### src/bdp_defs.svh
// Purpose: constants for the branch timing and dual pointer block
// Assumes: included by the design file
// Notes:   register addresses are special register addresses
`ifndef BDP_DEFS_SVH
`define BDP_DEFS_SVH

`define BDP_ADDR_P0_LOW    8'h82
`define BDP_ADDR_P0_HIGH   8'h83
`define BDP_ADDR_P1_LOW    8'h84
`define BDP_ADDR_P1_HIGH   8'h85
`define BDP_ADDR_CHOICE    8'h86
`define BDP_ADDR_WAIT      8'h8e
`define BDP_ADDR_TMR_CTRL  8'h8f
`define BDP_CHOICE_FIXED   7'h00
`define BDP_CLK_PER_ICYC   3'h4
`define BDP_TMR_SLOW_DIV   4'hc
`define BDP_TMR_FAST_DIV   4'h4
`define BDP_XDATA_BASE     3'h2
`define BDP_XDATA_MAX      4'ha
`define BDP_WAIT_RESET     8'h01
`define BDP_OP_NOP         8'h00
`define BDP_OP_RSVD_NOP    8'ha5
`define BDP_OP_FAR_CALL    8'h12
`define BDP_OP_FAR_JUMP    8'h02
`define BDP_OP_NEAR_JUMP   8'h80
`define BDP_OP_SUB_EXIT    8'h22
`define BDP_OP_INT_EXIT    8'h32
`define BDP_OP_BIT_CLEAR   8'h10
`define BDP_OP_BIT_SET     8'h20
`define BDP_OP_BIT_NOT     8'h30
`define BDP_OP_CARRY       8'h40
`define BDP_OP_NO_CARRY    8'h50
`define BDP_OP_ACC_ZERO    8'h60
`define BDP_OP_ACC_NZ      8'h70
`define BDP_OP_IND_JUMP    8'h73
`define BDP_OP_CMP_IMM_A   8'hb4
`define BDP_OP_CMP_DIR     8'hb5
`define BDP_OP_DEC_DIR     8'hd5
`define BDP_OP_PRODUCT     8'ha4
`define BDP_OP_QUOTIENT    8'h84
`define BDP_OP_COPY_DD     8'h85
`define BDP_OP_XRD_PTR     8'he0
`define BDP_OP_XWR_PTR     8'hf0
`define BDP_OP_MOV_PTR     8'h90
`define BDP_OP_CODE_PTR    8'h93
`define BDP_OP_CODE_PC     8'h83
`define BDP_PAGE_CALL_LO   5'h11
`define BDP_PAGE_JUMP_LO   5'h01
`define BDP_CMP_REG_HI     5'h17
`define BDP_CMP_IND_HI     7'h5b
`define BDP_DEC_REG_HI     5'h1b
`define BDP_XRD_RI_HI      7'h71
`define BDP_XWR_RI_HI      7'h79
`define BDP_TMR_CTRL_FIXED 7'h00
`define BDP_REG_NONE       3'h0
`define BDP_REG_P0L        3'h1
`define BDP_REG_P0H        3'h2
`define BDP_REG_P1L        3'h3
`define BDP_REG_P1H        3'h4
`define BDP_REG_CHOICE     3'h5
`define BDP_REG_WAIT       3'h6
`define BDP_REG_TMR        3'h7

`endif

### src/bdp_pkg.sv
// Purpose: types for the branch timing and dual pointer block
// Assumes: nothing
// Notes:   constants live in bdp_defs.svh
package bdp_pkg;
  typedef enum logic [1:0] {ST_IDLE, ST_EXEC} bdp_state_t;
  typedef enum logic [1:0] {TGT_NONE, TGT_REL, TGT_ABS, TGT_IND} bdp_tgt_t;
  typedef struct packed {
    logic [2:0] ibytes;
    logic [3:0] icycles;
    logic       uses_ptr;
    logic       xdata;
    bdp_tgt_t   tgt;
  } bdp_info_t;
endpackage : bdp_pkg

### src/bdp_core.sv
// Purpose: opcode timing decoder, instruction cycle sequencer, timer
//          prescale and dual data pointer registers
// Assumes: one clock, synchronous active high reset
// Notes:   one instruction is taken at a time from the issue port
//          unmapped register reads return zero
//
// Design decision made here: the strobed register port.
`timescale 1ns/1ps
`include "bdp_defs.svh"

module bdp_core (
  input  wire logic        CLK,
  input  wire logic        RESET,
  input  wire logic [7:0]  ADDR,
  input  wire logic [7:0]  WDATA,
  input  wire logic        WR,
  input  wire logic        RD,
  output logic      [7:0]  RDATA,
  input  wire logic        ISSUE,
  input  wire logic [7:0]  OPCODE,
  input  wire logic [7:0]  ACC,
  output logic             BUSY,
  output logic             DONE,
  output logic      [2:0]  INSTR_BYTES,
  output logic      [3:0]  INSTR_CYCLES,
  output logic      [15:0] PTR_ADDR,
  output logic      [15:0] IND_TARGET,
  output logic             XDATA_ACTIVE,
  output logic             CYCLE_TICK,
  output logic             TIMER_TICK
);
  import bdp_pkg::*;

  typedef struct packed {
    bdp_state_t  state;
    logic [1:0]  phase;
    logic [3:0]  left;
    logic [7:0]  p0_low;
    logic [7:0]  p0_high;
    logic [7:0]  p1_low;
    logic [7:0]  p1_high;
    logic        sel;
    logic [7:0]  wait_ctl;
    logic        tmr_fast;
    logic [3:0]  tmr_cnt;
    logic [7:0]  rdata;
    logic        done;
    logic [2:0]  ibytes;
    logic [3:0]  icycles;
    logic        xdata;
    logic [15:0] ind_target;
    logic        tmr_tick;
    logic        cyc_tick;
  } bdp_regs_t;

  bdp_regs_t r;
  bdp_regs_t next_r;

  ////////////////////////////////////////////////////////////////////////
  // opcode decode: bytes, cycles and pointer use
  function automatic bdp_info_t decode(input logic [7:0] op,
                                       input logic [2:0] wait_bits);
    bdp_info_t i;
    // unlisted opcodes default to one byte and one cycle
    i.ibytes   = 3'h1;
    i.icycles  = 4'h1;
    i.uses_ptr = 1'b0;
    i.xdata    = 1'b0;
    i.tgt      = TGT_NONE;
    if (op == `BDP_OP_NOP || op == `BDP_OP_RSVD_NOP) begin
      i.icycles = 4'h1;
    // page call, page bits ride in the top three opcode bits
    end else if (op[4:0] == `BDP_PAGE_CALL_LO) begin
      i.ibytes  = 3'h2;
      i.icycles = 4'h3;
      i.tgt     = TGT_ABS;
    // page jump shares the page call layout
    end else if (op[4:0] == `BDP_PAGE_JUMP_LO) begin
      i.ibytes  = 3'h2;
      i.icycles = 4'h3;
      i.tgt     = TGT_ABS;
    end else if (op == `BDP_OP_FAR_CALL || op == `BDP_OP_FAR_JUMP) begin
      i.ibytes  = 3'h3;
      i.icycles = 4'h4;
      i.tgt     = TGT_ABS;
    // subroutine and interrupt exits
    end else if (op == `BDP_OP_SUB_EXIT || op == `BDP_OP_INT_EXIT) begin
      i.ibytes  = 3'h1;
      i.icycles = 4'h4;
      i.tgt     = TGT_ABS;
    end else if (op == `BDP_OP_NEAR_JUMP || op == `BDP_OP_CARRY ||
                 op == `BDP_OP_NO_CARRY) begin
      i.ibytes  = 3'h2;
      i.icycles = 4'h3;
      i.tgt     = TGT_REL;
    // bit test branches; the bit clear is done by the bit unit
    end else if (op == `BDP_OP_BIT_SET || op == `BDP_OP_BIT_NOT ||
                 op == `BDP_OP_BIT_CLEAR) begin
      i.ibytes  = 3'h3;
      i.icycles = 4'h4;
      i.tgt     = TGT_REL;
    end else if (op == `BDP_OP_IND_JUMP) begin
      i.ibytes   = 3'h1;
      i.icycles  = 4'h3;
      i.uses_ptr = 1'b1;
      i.tgt      = TGT_IND;
    end else if (op == `BDP_OP_ACC_ZERO || op == `BDP_OP_ACC_NZ) begin
      i.ibytes  = 3'h2;
      i.icycles = 4'h3;
      i.tgt     = TGT_REL;
    end else if (op == `BDP_OP_CMP_DIR || op == `BDP_OP_CMP_IMM_A ||
                 op[7:3] == `BDP_CMP_REG_HI || op[7:1] == `BDP_CMP_IND_HI) begin
      i.ibytes  = 3'h3;
      i.icycles = 4'h4;
      i.tgt     = TGT_REL;
    end else if (op[7:3] == `BDP_DEC_REG_HI) begin
      i.ibytes  = 3'h2;
      i.icycles = 4'h3;
      i.tgt     = TGT_REL;
    // direct form costs one cycle more
    end else if (op == `BDP_OP_DEC_DIR) begin
      i.ibytes  = 3'h3;
      i.icycles = 4'h4;
      i.tgt     = TGT_REL;
    end else if (op == `BDP_OP_COPY_DD) begin
      i.ibytes  = 3'h3;
      i.icycles = 4'h3;
    // product and quotient exceed their byte count
    end else if (op == `BDP_OP_PRODUCT || op == `BDP_OP_QUOTIENT) begin
      i.ibytes  = 3'h1;
      i.icycles = 4'h5;
    // external transfers stretch by the wait bits
    end else if (op == `BDP_OP_XRD_PTR || op == `BDP_OP_XWR_PTR ||
                 op[7:1] == `BDP_XRD_RI_HI || op[7:1] == `BDP_XWR_RI_HI) begin
      i.ibytes   = 3'h1;
      i.icycles  = 4'({1'b0, `BDP_XDATA_BASE} + {1'b0, wait_bits});
      i.xdata    = 1'b1;
      i.uses_ptr = (op == `BDP_OP_XRD_PTR || op == `BDP_OP_XWR_PTR);
    // pointer load uses the selected pointer
    end else if (op == `BDP_OP_MOV_PTR) begin
      i.ibytes   = 3'h3;
      i.icycles  = 4'h3;
      i.uses_ptr = 1'b1;
    // code reads relative to the pointer or to the program counter
    end else if (op == `BDP_OP_CODE_PTR || op == `BDP_OP_CODE_PC) begin
      i.ibytes   = 3'h1;
      i.icycles  = 4'h3;
      i.uses_ptr = (op == `BDP_OP_CODE_PTR);
    end
    return i;
  endfunction : decode

  ////////////////////////////////////////////////////////////////////////
  // register address decode, shared by the write and read paths
  function automatic logic [2:0] reg_code(input logic [7:0] a);
    logic [2:0] c;
    c = `BDP_REG_NONE;
    if (a == `BDP_ADDR_P0_LOW) begin
      c = `BDP_REG_P0L;
    end else if (a == `BDP_ADDR_P0_HIGH) begin
      c = `BDP_REG_P0H;
    end else if (a == `BDP_ADDR_P1_LOW) begin
      c = `BDP_REG_P1L;
    end else if (a == `BDP_ADDR_P1_HIGH) begin
      c = `BDP_REG_P1H;
    end else if (a == `BDP_ADDR_CHOICE) begin
      c = `BDP_REG_CHOICE;
    end else if (a == `BDP_ADDR_WAIT) begin
      c = `BDP_REG_WAIT;
    end else if (a == `BDP_ADDR_TMR_CTRL) begin
      c = `BDP_REG_TMR;
    end
    return c;
  endfunction : reg_code

  bdp_info_t   info;
  logic [15:0] sel_ptr;
  logic [2:0]  reg_sel;
  logic [3:0]  tmr_div;

  ////////////////////////////////////////////////////////////////////////
  // selected pointer
  assign sel_ptr = r.sel ? {r.p1_high, r.p1_low} : {r.p0_high, r.p0_low};
  assign info    = decode(OPCODE, r.wait_ctl[2:0]);
  assign reg_sel = reg_code(ADDR);
  // prescale limit follows the speed bit
  assign tmr_div = r.tmr_fast ? `BDP_TMR_FAST_DIV : `BDP_TMR_SLOW_DIV;

  ////////////////////////////////////////////////////////////////////////
  // next state
  always_comb begin
    next_r          = r;
    next_r.done     = 1'b0;
    next_r.tmr_tick = 1'b0;
    next_r.cyc_tick = 1'b0;
    next_r.rdata    = 8'h00;

    // register writes
    if (WR) begin
      if (reg_sel == `BDP_REG_P0L) begin
        next_r.p0_low = WDATA;
      end else if (reg_sel == `BDP_REG_P0H) begin
        next_r.p0_high = WDATA;
      end else if (reg_sel == `BDP_REG_P1L) begin
        next_r.p1_low = WDATA;
      end else if (reg_sel == `BDP_REG_P1H) begin
        next_r.p1_high = WDATA;
      end else if (reg_sel == `BDP_REG_CHOICE) begin
        next_r.sel = WDATA[0];
      end else if (reg_sel == `BDP_REG_WAIT) begin
        next_r.wait_ctl = WDATA;
      end else if (reg_sel == `BDP_REG_TMR) begin
        next_r.tmr_fast = WDATA[0];
      end
    end

    // register reads, data in the next cycle
    if (RD) begin
      if (reg_sel == `BDP_REG_P0L) begin
        next_r.rdata = r.p0_low;
      end else if (reg_sel == `BDP_REG_P0H) begin
        next_r.rdata = r.p0_high;
      end else if (reg_sel == `BDP_REG_P1L) begin
        next_r.rdata = r.p1_low;
      end else if (reg_sel == `BDP_REG_P1H) begin
        next_r.rdata = r.p1_high;
      end else if (reg_sel == `BDP_REG_CHOICE) begin
        next_r.rdata = {`BDP_CHOICE_FIXED, r.sel};
      end else if (reg_sel == `BDP_REG_WAIT) begin
        next_r.rdata = r.wait_ctl;
      // timer speed bit, upper bits fixed
      end else if (reg_sel == `BDP_REG_TMR) begin
        next_r.rdata = {`BDP_TMR_CTRL_FIXED, r.tmr_fast};
      end
    end

    // timer prescale; a count past a shortened limit wraps at once
    if (r.tmr_cnt >= tmr_div - 4'h1) begin
      next_r.tmr_cnt  = 4'h0;
      next_r.tmr_tick = 1'b1;
    end else begin
      next_r.tmr_cnt = r.tmr_cnt + 4'h1;
    end

    // instruction sequencer
    case (r.state)
      ST_IDLE: begin
        if (ISSUE) begin
          next_r.state      = ST_EXEC;
          next_r.phase      = 2'h0;
          next_r.left       = info.icycles;
          next_r.ibytes     = info.ibytes;
          next_r.icycles    = info.icycles;
          next_r.xdata      = info.xdata;
          next_r.ind_target = sel_ptr + {8'h00, ACC};
        end
      end
      ST_EXEC: begin
        if (r.phase == 2'(`BDP_CLK_PER_ICYC - 3'h1)) begin
          next_r.phase    = 2'h0;
          next_r.cyc_tick = 1'b1;
          // transfer flag drops with the last cycle
          if (r.left == 4'h1) begin
            next_r.state = ST_IDLE;
            next_r.done  = 1'b1;
            next_r.xdata = 1'b0;
          end
          next_r.left = r.left - 4'h1;
        end else begin
          next_r.phase = r.phase + 2'h1;
        end
      end
      default: begin
        next_r.state = ST_IDLE;
      end
    endcase
  end

  ////////////////////////////////////////////////////////////////////////
  // reset clears pointers and choice
  always_ff @(posedge CLK) begin
    if (RESET) begin
      r          <= '0;
      r.state    <= ST_IDLE;
      r.wait_ctl <= `BDP_WAIT_RESET;
    end else begin
      r <= next_r;
    end
  end

  ////////////////////////////////////////////////////////////////////////
  // outputs
  assign RDATA        = r.rdata;
  assign BUSY         = (r.state == ST_EXEC);
  assign DONE         = r.done;
  assign INSTR_BYTES  = r.ibytes;
  assign INSTR_CYCLES = r.icycles;
  assign PTR_ADDR     = sel_ptr;
  assign IND_TARGET   = r.ind_target;
  assign XDATA_ACTIVE = r.xdata;
  assign CYCLE_TICK   = r.cyc_tick;
  assign TIMER_TICK   = r.tmr_tick;

endmodule : bdp_core

### config.mk
export PLATFORM = sky130hd
export DESIGN_NAME = bdp_core
export DESIGN_NICKNAME = d
export VERILOG_FILES = /design/src/bdp_pkg.sv /design/src/bdp_core.sv
export VERILOG_INCLUDE_DIRS = /design/src /design/src/src
export SDC_FILE = /design/constraint.sdc
export NUM_CORES = 1
export LEC_CHECK = 0
export BUFFER_PORTS_ARGS = -buffer_cell sky130_fd_sc_hd__buf_2
export CAP_MARGIN = 20
export CORE_ASPECT_RATIO = 1.25
export CORE_MARGIN = 1
export CORE_UTILIZATION = 47
export CTS_CLUSTER_DIAMETER = 60
export CTS_CLUSTER_SIZE = 30
export DETAILED_ROUTE_END_ITERATION = 16
export GPL_ROUTABILITY_DRIVEN = 0
export MAX_ROUTING_LAYER = met4
export PLACE_DENSITY = 0.77
export REMOVE_ABC_BUFFERS = 1
export SETUP_SLACK_MARGIN = 0.02
export SLEW_MARGIN = 5
export SYNTH_ARGS = -nofsm -noshare
export SYNTH_HDL_FRONTEND = slang
export SYNTH_SLANG_ARGS = --single-unit
### constraint.sdc
create_clock -name CLK -period 9.5 [get_ports CLK]
set_clock_uncertainty 0.2 [all_clocks]
set_input_delay 0.95 -clock CLK [delete_from_list [all_inputs] [get_ports CLK]]
set_output_delay 0.95 -clock CLK [all_outputs]
set_load 0.02 [all_outputs]
Yosys cells after proc, flatten, opt, wreduce, memory -nomap -nowiden
Index checks and enable logic that the tools add are counted.
{ "classes": {"n_eq_ne": 52, "order_cmp": 1, "addsub": 6, "mux": 88, "bitwise": 9, "reduce_logical": 35} }
{ "op_table": {"columns": ["operator", "count"], "rows": [
  ["2-to-1 mux 8 bit", 24],
  ["equality test 8 bit (second input constant)", 20],
  ["2-to-1 mux 7 bit", 12],
  ["equality test 8 x 7 -> 1 bit (second input constant)", 5],
  ["equality test 8 x 6 -> 1 bit (second input constant)", 4],
  ["2-to-1 mux 2 bit", 16],
  ["2-to-1 mux 3 bit", 10],
  ["equality test 7 bit (second input constant)", 3],
  ["2-to-1 mux 1 bit", 18],
  ["2-to-1 mux 17 bit", 1],
  ["adder 16 x 8 -> 16 bit", 1],
  ["equality test 8 x 5 -> 1 bit (second input constant)", 2],
  ["logical OR 1 bit", 16],
  ["2-to-1 mux 16 bit", 1],
  ["equality test 5 bit (second input constant)", 3],
  ["equality test 3 bit (second input constant)", 4],
  ["2-to-1 mux 4 bit", 3],
  ["case mux 6 bit (2 select lines)", 1],
  ["inverter 1 bit", 9],
  ["AND reduction 3 bit", 3],
  ["equality test 8 x 2 -> 1 bit (second input constant)", 1],
  ["zero test 8 bit", 1],
  ["AND reduction 4 bit", 2],
  ["AND reduction 8 bit", 1],
  ["23 further kinds", 30]
]} }
{ "word_totals": {"wordCells": 210, "register_bits": 89, "out_inout_bits": 52, "input_bits": 37} }

Depth between registers and ports, before layout
{ "logic_depth": {"depth_word": 35, "ltp_mapped": 11} }

Least setup slack after synthesis
No wires, ideal clock.
{ "synth_path": {"path_kind": "register -> register", "start": "reg r[48] (netlist bit)", "end": "reg r (netlist bit IND_TARGET[11])", "n_path_buf": 2, "synth_period_minus_slack_ns": 3.178, "required_time_ns": 9.174, "setup_ns": 0.126, "path_slack_ns": 6.322, "path_stages_with_launch": 11, "t_arrival_ns": 2.852, "cell_sequence": "dfxtp_1 > buf_2 > buf_1 > mux2i_1 > inv_1 > ha_1 > a211oi_1 > o21ai_0 > a41oi_1 > or4_1 > nand3_1"} }
{ "synth_via": {"elab_chain_cells": 2} }
{ "synth_lines": {"columns": ["element", "line_no", "source"], "rows": [
  ["start, declared", "bdp_core.sv:56", "bdp_regs_t r;"],
  ["start signal, assigned", "bdp_core.sv:287", "r <= next_r;"],
  ["2-to-1 mux 16 bit", "bdp_core.sv:183", "assign sel_ptr = r.sel ? {r.p1_high, r.p1_low} : {r.p0_high, r.p0_low};"],
  ["net PTR_ADDR[1]", "bdp_core.sv:26", "output logic [15:0] PTR_ADDR,"],
  ["adder 16 x 8 -> 16 bit", "bdp_core.sv:255", "next_r.ind_target = sel_ptr + {8'h00, ACC};"]
]} }
The timed path passes the listed nets, and every way through them passes these cells.
A chain may end at the register's enable or synchronous reset.

Worst setup path after layout
{ "layout_path": {"start": "reg r[48] (netlist bit)", "end": "reg r (netlist bit IND_TARGET[15])"} }
{ "layout_via": {"elab_chain_cells": 2} }
{ "layout_lines": {"columns": ["element", "line_no"], "rows": [
  ["2-to-1 mux 16 bit", "bdp_core.sv:183"],
  ["adder 16 x 8 -> 16 bit", "bdp_core.sv:255"]
]} }
No other way between the ends.

==> run metrics <==
run status=finished clean; Setup Buffers After CTS=0; Clk pin slew, worst setup/hold paths=0.06 ns; Worst R2R Path Depth=8; CP Cell Sequence=mux2i_1 > inv_1 > ha_1 > a211oi_1 > o21ai_0 > a41oi_1 > o211ai_1 > o311ai_0; H-tree depth=3; worst setup margin=5.87 ns; row count=41; Mean Syn Cell Area=8.63 um^2; DR vias=4229; worst-path cell with the longest stage delay=dfxtp_1; final hold vios=0; post-synthesis cell type count=66; wirelength, routed=12400 um; Worst Path Required=9.52 ns; design area=5360 um^2; Non-Filler Instances=730; chip width=92.7 um; critical path type=reg2reg; dpl ws=5.73 ns; Fill cells=964; Total Routing Usage GR=24.3%; Initial Util=48.0%; VDD IR max=0.0000670 V; RSZ-0062 raised after global routing=no; Max Freq=275 MHz; Max-Cap Viols=0; initial antenna violation count=0; Slew HR=35.9%; final setup violation count=0; sequential area share after synthesis=36.1%; Reg2Reg Capture Point=IND_TARGET[15]; Yosys Warn Count=0; min-delay src=IND_TARGET[4]; crit-path max cell delay=0.95 ns; crit path max fanout=23; Clock Sinks=87; TritonCTS buffer count=9; CP Launch Type=flop; cts repair resizes=0; area grow syn2layout=11.0%; DR iter-0 viols=364; largest delay contributor family on the critical path=compound AO/OA/AOI/OAI gates; Hold Path Cell Cnt=2; die area=10700 um^2; Worst-Skew Late Latency=0.34 ns; share of layout cells above drive strength 1=20.0%; DRT antenna net count=0; Worst Hold Class=reg2reg; Chip Height=115 um; mean number of vias per cell=5.79; vias in the first global route=3950; register area=1740 um^2; Max Slew Vio Count=0; worst slew pin tran=0.960 ns; Critical Path AT=3.65 ns; Worst setup EP type=flop; r2r setup slk=5.87 ns; Bufs and invs on worst path=1; crit share post-route=38.2%; footprint of the multi-input gates=2630 um^2; PwrDens=156 nW/um^2; EDFF count, synth=0; Seq cells post-synth=87; Core Area=10100 um^2; Mapped Cells=560; drt drc=0; TNS Setup=0 ns; Placed Cells=715; first-pass GRT wire length=19800 um; WL per Instance=17.0 um; Worst R2R Start=r[48]; io pins=89; Most used DFF post-synth=dfxtp_1; drt pass-1 iters=5; hold worst-path end=IND_TARGET[4]; Post-Synthesis Cell Area=4830 um^2; I/O Buffers=87; fraction of registers with async set/reset=0%; Final Critical Period=3.63 ns; GRT overflow=0; Max Buffers Root-to-Sink=2; largest net degree at the start of global routing=81; # diodes=0; final net count=649; DPL Wire Length=8670 um; CTS tree=built; hold_buf cts=0; root buffer cell=clkbuf_16; leakage=2.41 nW; dpl cell area=5040 um^2
## synthesized netlist by cell type, types with 3 or more instances
cell type | instances | area share (%)
o21ai_0 | 12 | 1.2
or3_1 | 5 | 0.65
o22ai_1 | 3 | 0.39
and3_1 | 3 | 0.39
buf_2 | 4 | 0.41
nand4_1 | 4 | 0.52
nand3b_1 | 11 | 1.7
nor3b_1 | 5 | 0.78
buf_4 | 32 | 5.0
clkbuf_1 | 19 | 1.5
ha_1 | 14 | 3.6
inv_1 | 15 | 1.2
dfxtp_1 | 87 | 36
o2bb2ai_1 | 7 | 1.3
nand2_1 | 42 | 3.3
a22oi_1 | 15 | 2.3
nand2b_1 | 13 | 1.7
a21o_1 | 4 | 0.62
nor2b_1 | 9 | 1.2
and2_1 | 3 | 0.39
xnor2_1 | 3 | 0.54
mux2i_1 | 35 | 7.3
o311ai_0 | 7 | 1.3
a21oi_1 | 27 | 2.8
buf_6 | 3 | 0.70
or4_1 | 4 | 0.62
mux2_2 | 13 | 3.0
nor3_1 | 15 | 1.6
nand3_1 | 17 | 1.8
nor2_1 | 66 | 5.1
a211oi_1 | 5 | 0.78
a31oi_1 | 3 | 0.39
nor4b_1 | 4 | 0.73
o211ai_1 | 6 | 0.93
xor2_1 | 5 | 0.91
## cell type report
type,count,area share (%)
multi-input cells,395,49.0
flip-flops and latches,87,32.5
repair buffers,89,8.40
clock buffers,11,4.34
well taps,129,3.01
clock inverters,4,1.77
inverters,15,1.05
## worst max-delay path by stage
stage	startpoint	end	cells after the start
floorplan	ADDR[5]	r[40]	5
global placement	ADDR[5]	r[54]	6
detailed placement	ADDR[5]	r[62]	6
CTS	r[48]	IND_TARGET[15]	8
global route	r[48]	IND_TARGET[15]	8
finish	r[48]	IND_TARGET[15]	8
## logic make-up after synthesis
group,synth area share [%]
other,0.0776
XOR/XNOR,1.45
buffers and inverters,9.58
adder cells (fa/ha/maj),4.04
AO/OA/AOI/OAI,14.8
flip-flops,36.1
AND/OR/NAND/NOR,23.7
multiplexers,10.3
## metal layers
| metal | GRT usage [%] | routed length [um] | share of wire [%] | up-vias |
|---|---|---|---|---|
| met5 | - | 0 | 0 | - |
| met4 | 10.7 | 412 | 3.3 | 0 |
| met3 | 3.64 | 596 | 4.8 | 32 |
| met2 | 41.4 | 6310 | 51 | 165 |
| met1 | 28.3 | 5120 | 41 | 1987 |
| li1 | - | - | - | 2045 |
## cells in the final DEF, fill, tap and decap left out, types with 3 or more instances in the layout
master     instances
a211oi_1           5
a21o_1             4
a21oi_1           27
a22oi_1           15
a31oi_1            3
and2_1             3
and3_1             3
buf_2             87
bufinv_16          3
clkbuf_16          9
dfxtp_1           87
ha_1              14
inv_1             15
mux2_2            13
mux2i_1           35
nand2_1           42
nand2b_1          13
nand3_1           17
nand3b_1          11
nand4_1            4
nor2_1            66
nor2b_1            9
nor3_1            15
nor3b_1            5
nor4b_1            4
o211ai_1           6
o21ai_0           12
o22ai_1            3
o2bb2ai_1          7
o311ai_0           7
or3_1              5
or4_1              4
xnor2_1            3
xor2_1             5
## through the flow
step | total power [mW] | utilization [%] | hold slack [ns]
final | 0.838 | 53.3 | 0.248
after global routing | 0.865 | 53.3 | 0.275
after CTS | 0.842 | 53.3 | 0.248
after detailed placement | 0.453 | 50.1 | 0.240
after global placement | 0.450 | 50.1 | 0.227
after floorplan | 0.418 | - | 0.218
## flip-flops by register name, indices dropped and copies added, names as in the netlist
name and flops:
CYCLE_TICK 1, INSTR_BYTES 2, RDATA 8, IND_TARGET 16
INSTR_CYCLES 4, DONE 1, XDATA_ACTIVE 1, r 53
TIMER_TICK 1
## worst register-to-register path, cell delays in order, from the launching register on
cell      delay, ns
dfxtp_1        0.95
mux2i_1        0.41
inv_1          0.10
ha_1           0.29
a211oi_1       0.42
o21ai_0        0.23
a41oi_1        0.61
o211ai_1       0.17
o311ai_0       0.12
## where the power goes
group / internal (mW) / switching (mW) / leakage [nW]
logic: 0.0241 / 0.0452 / 1.55
clock network: 0.255 / 0.137 / 0.160
registers: 0.371 / 0.00508 / 0.704
No activity file was read; power rests on OpenSTA's default activity.
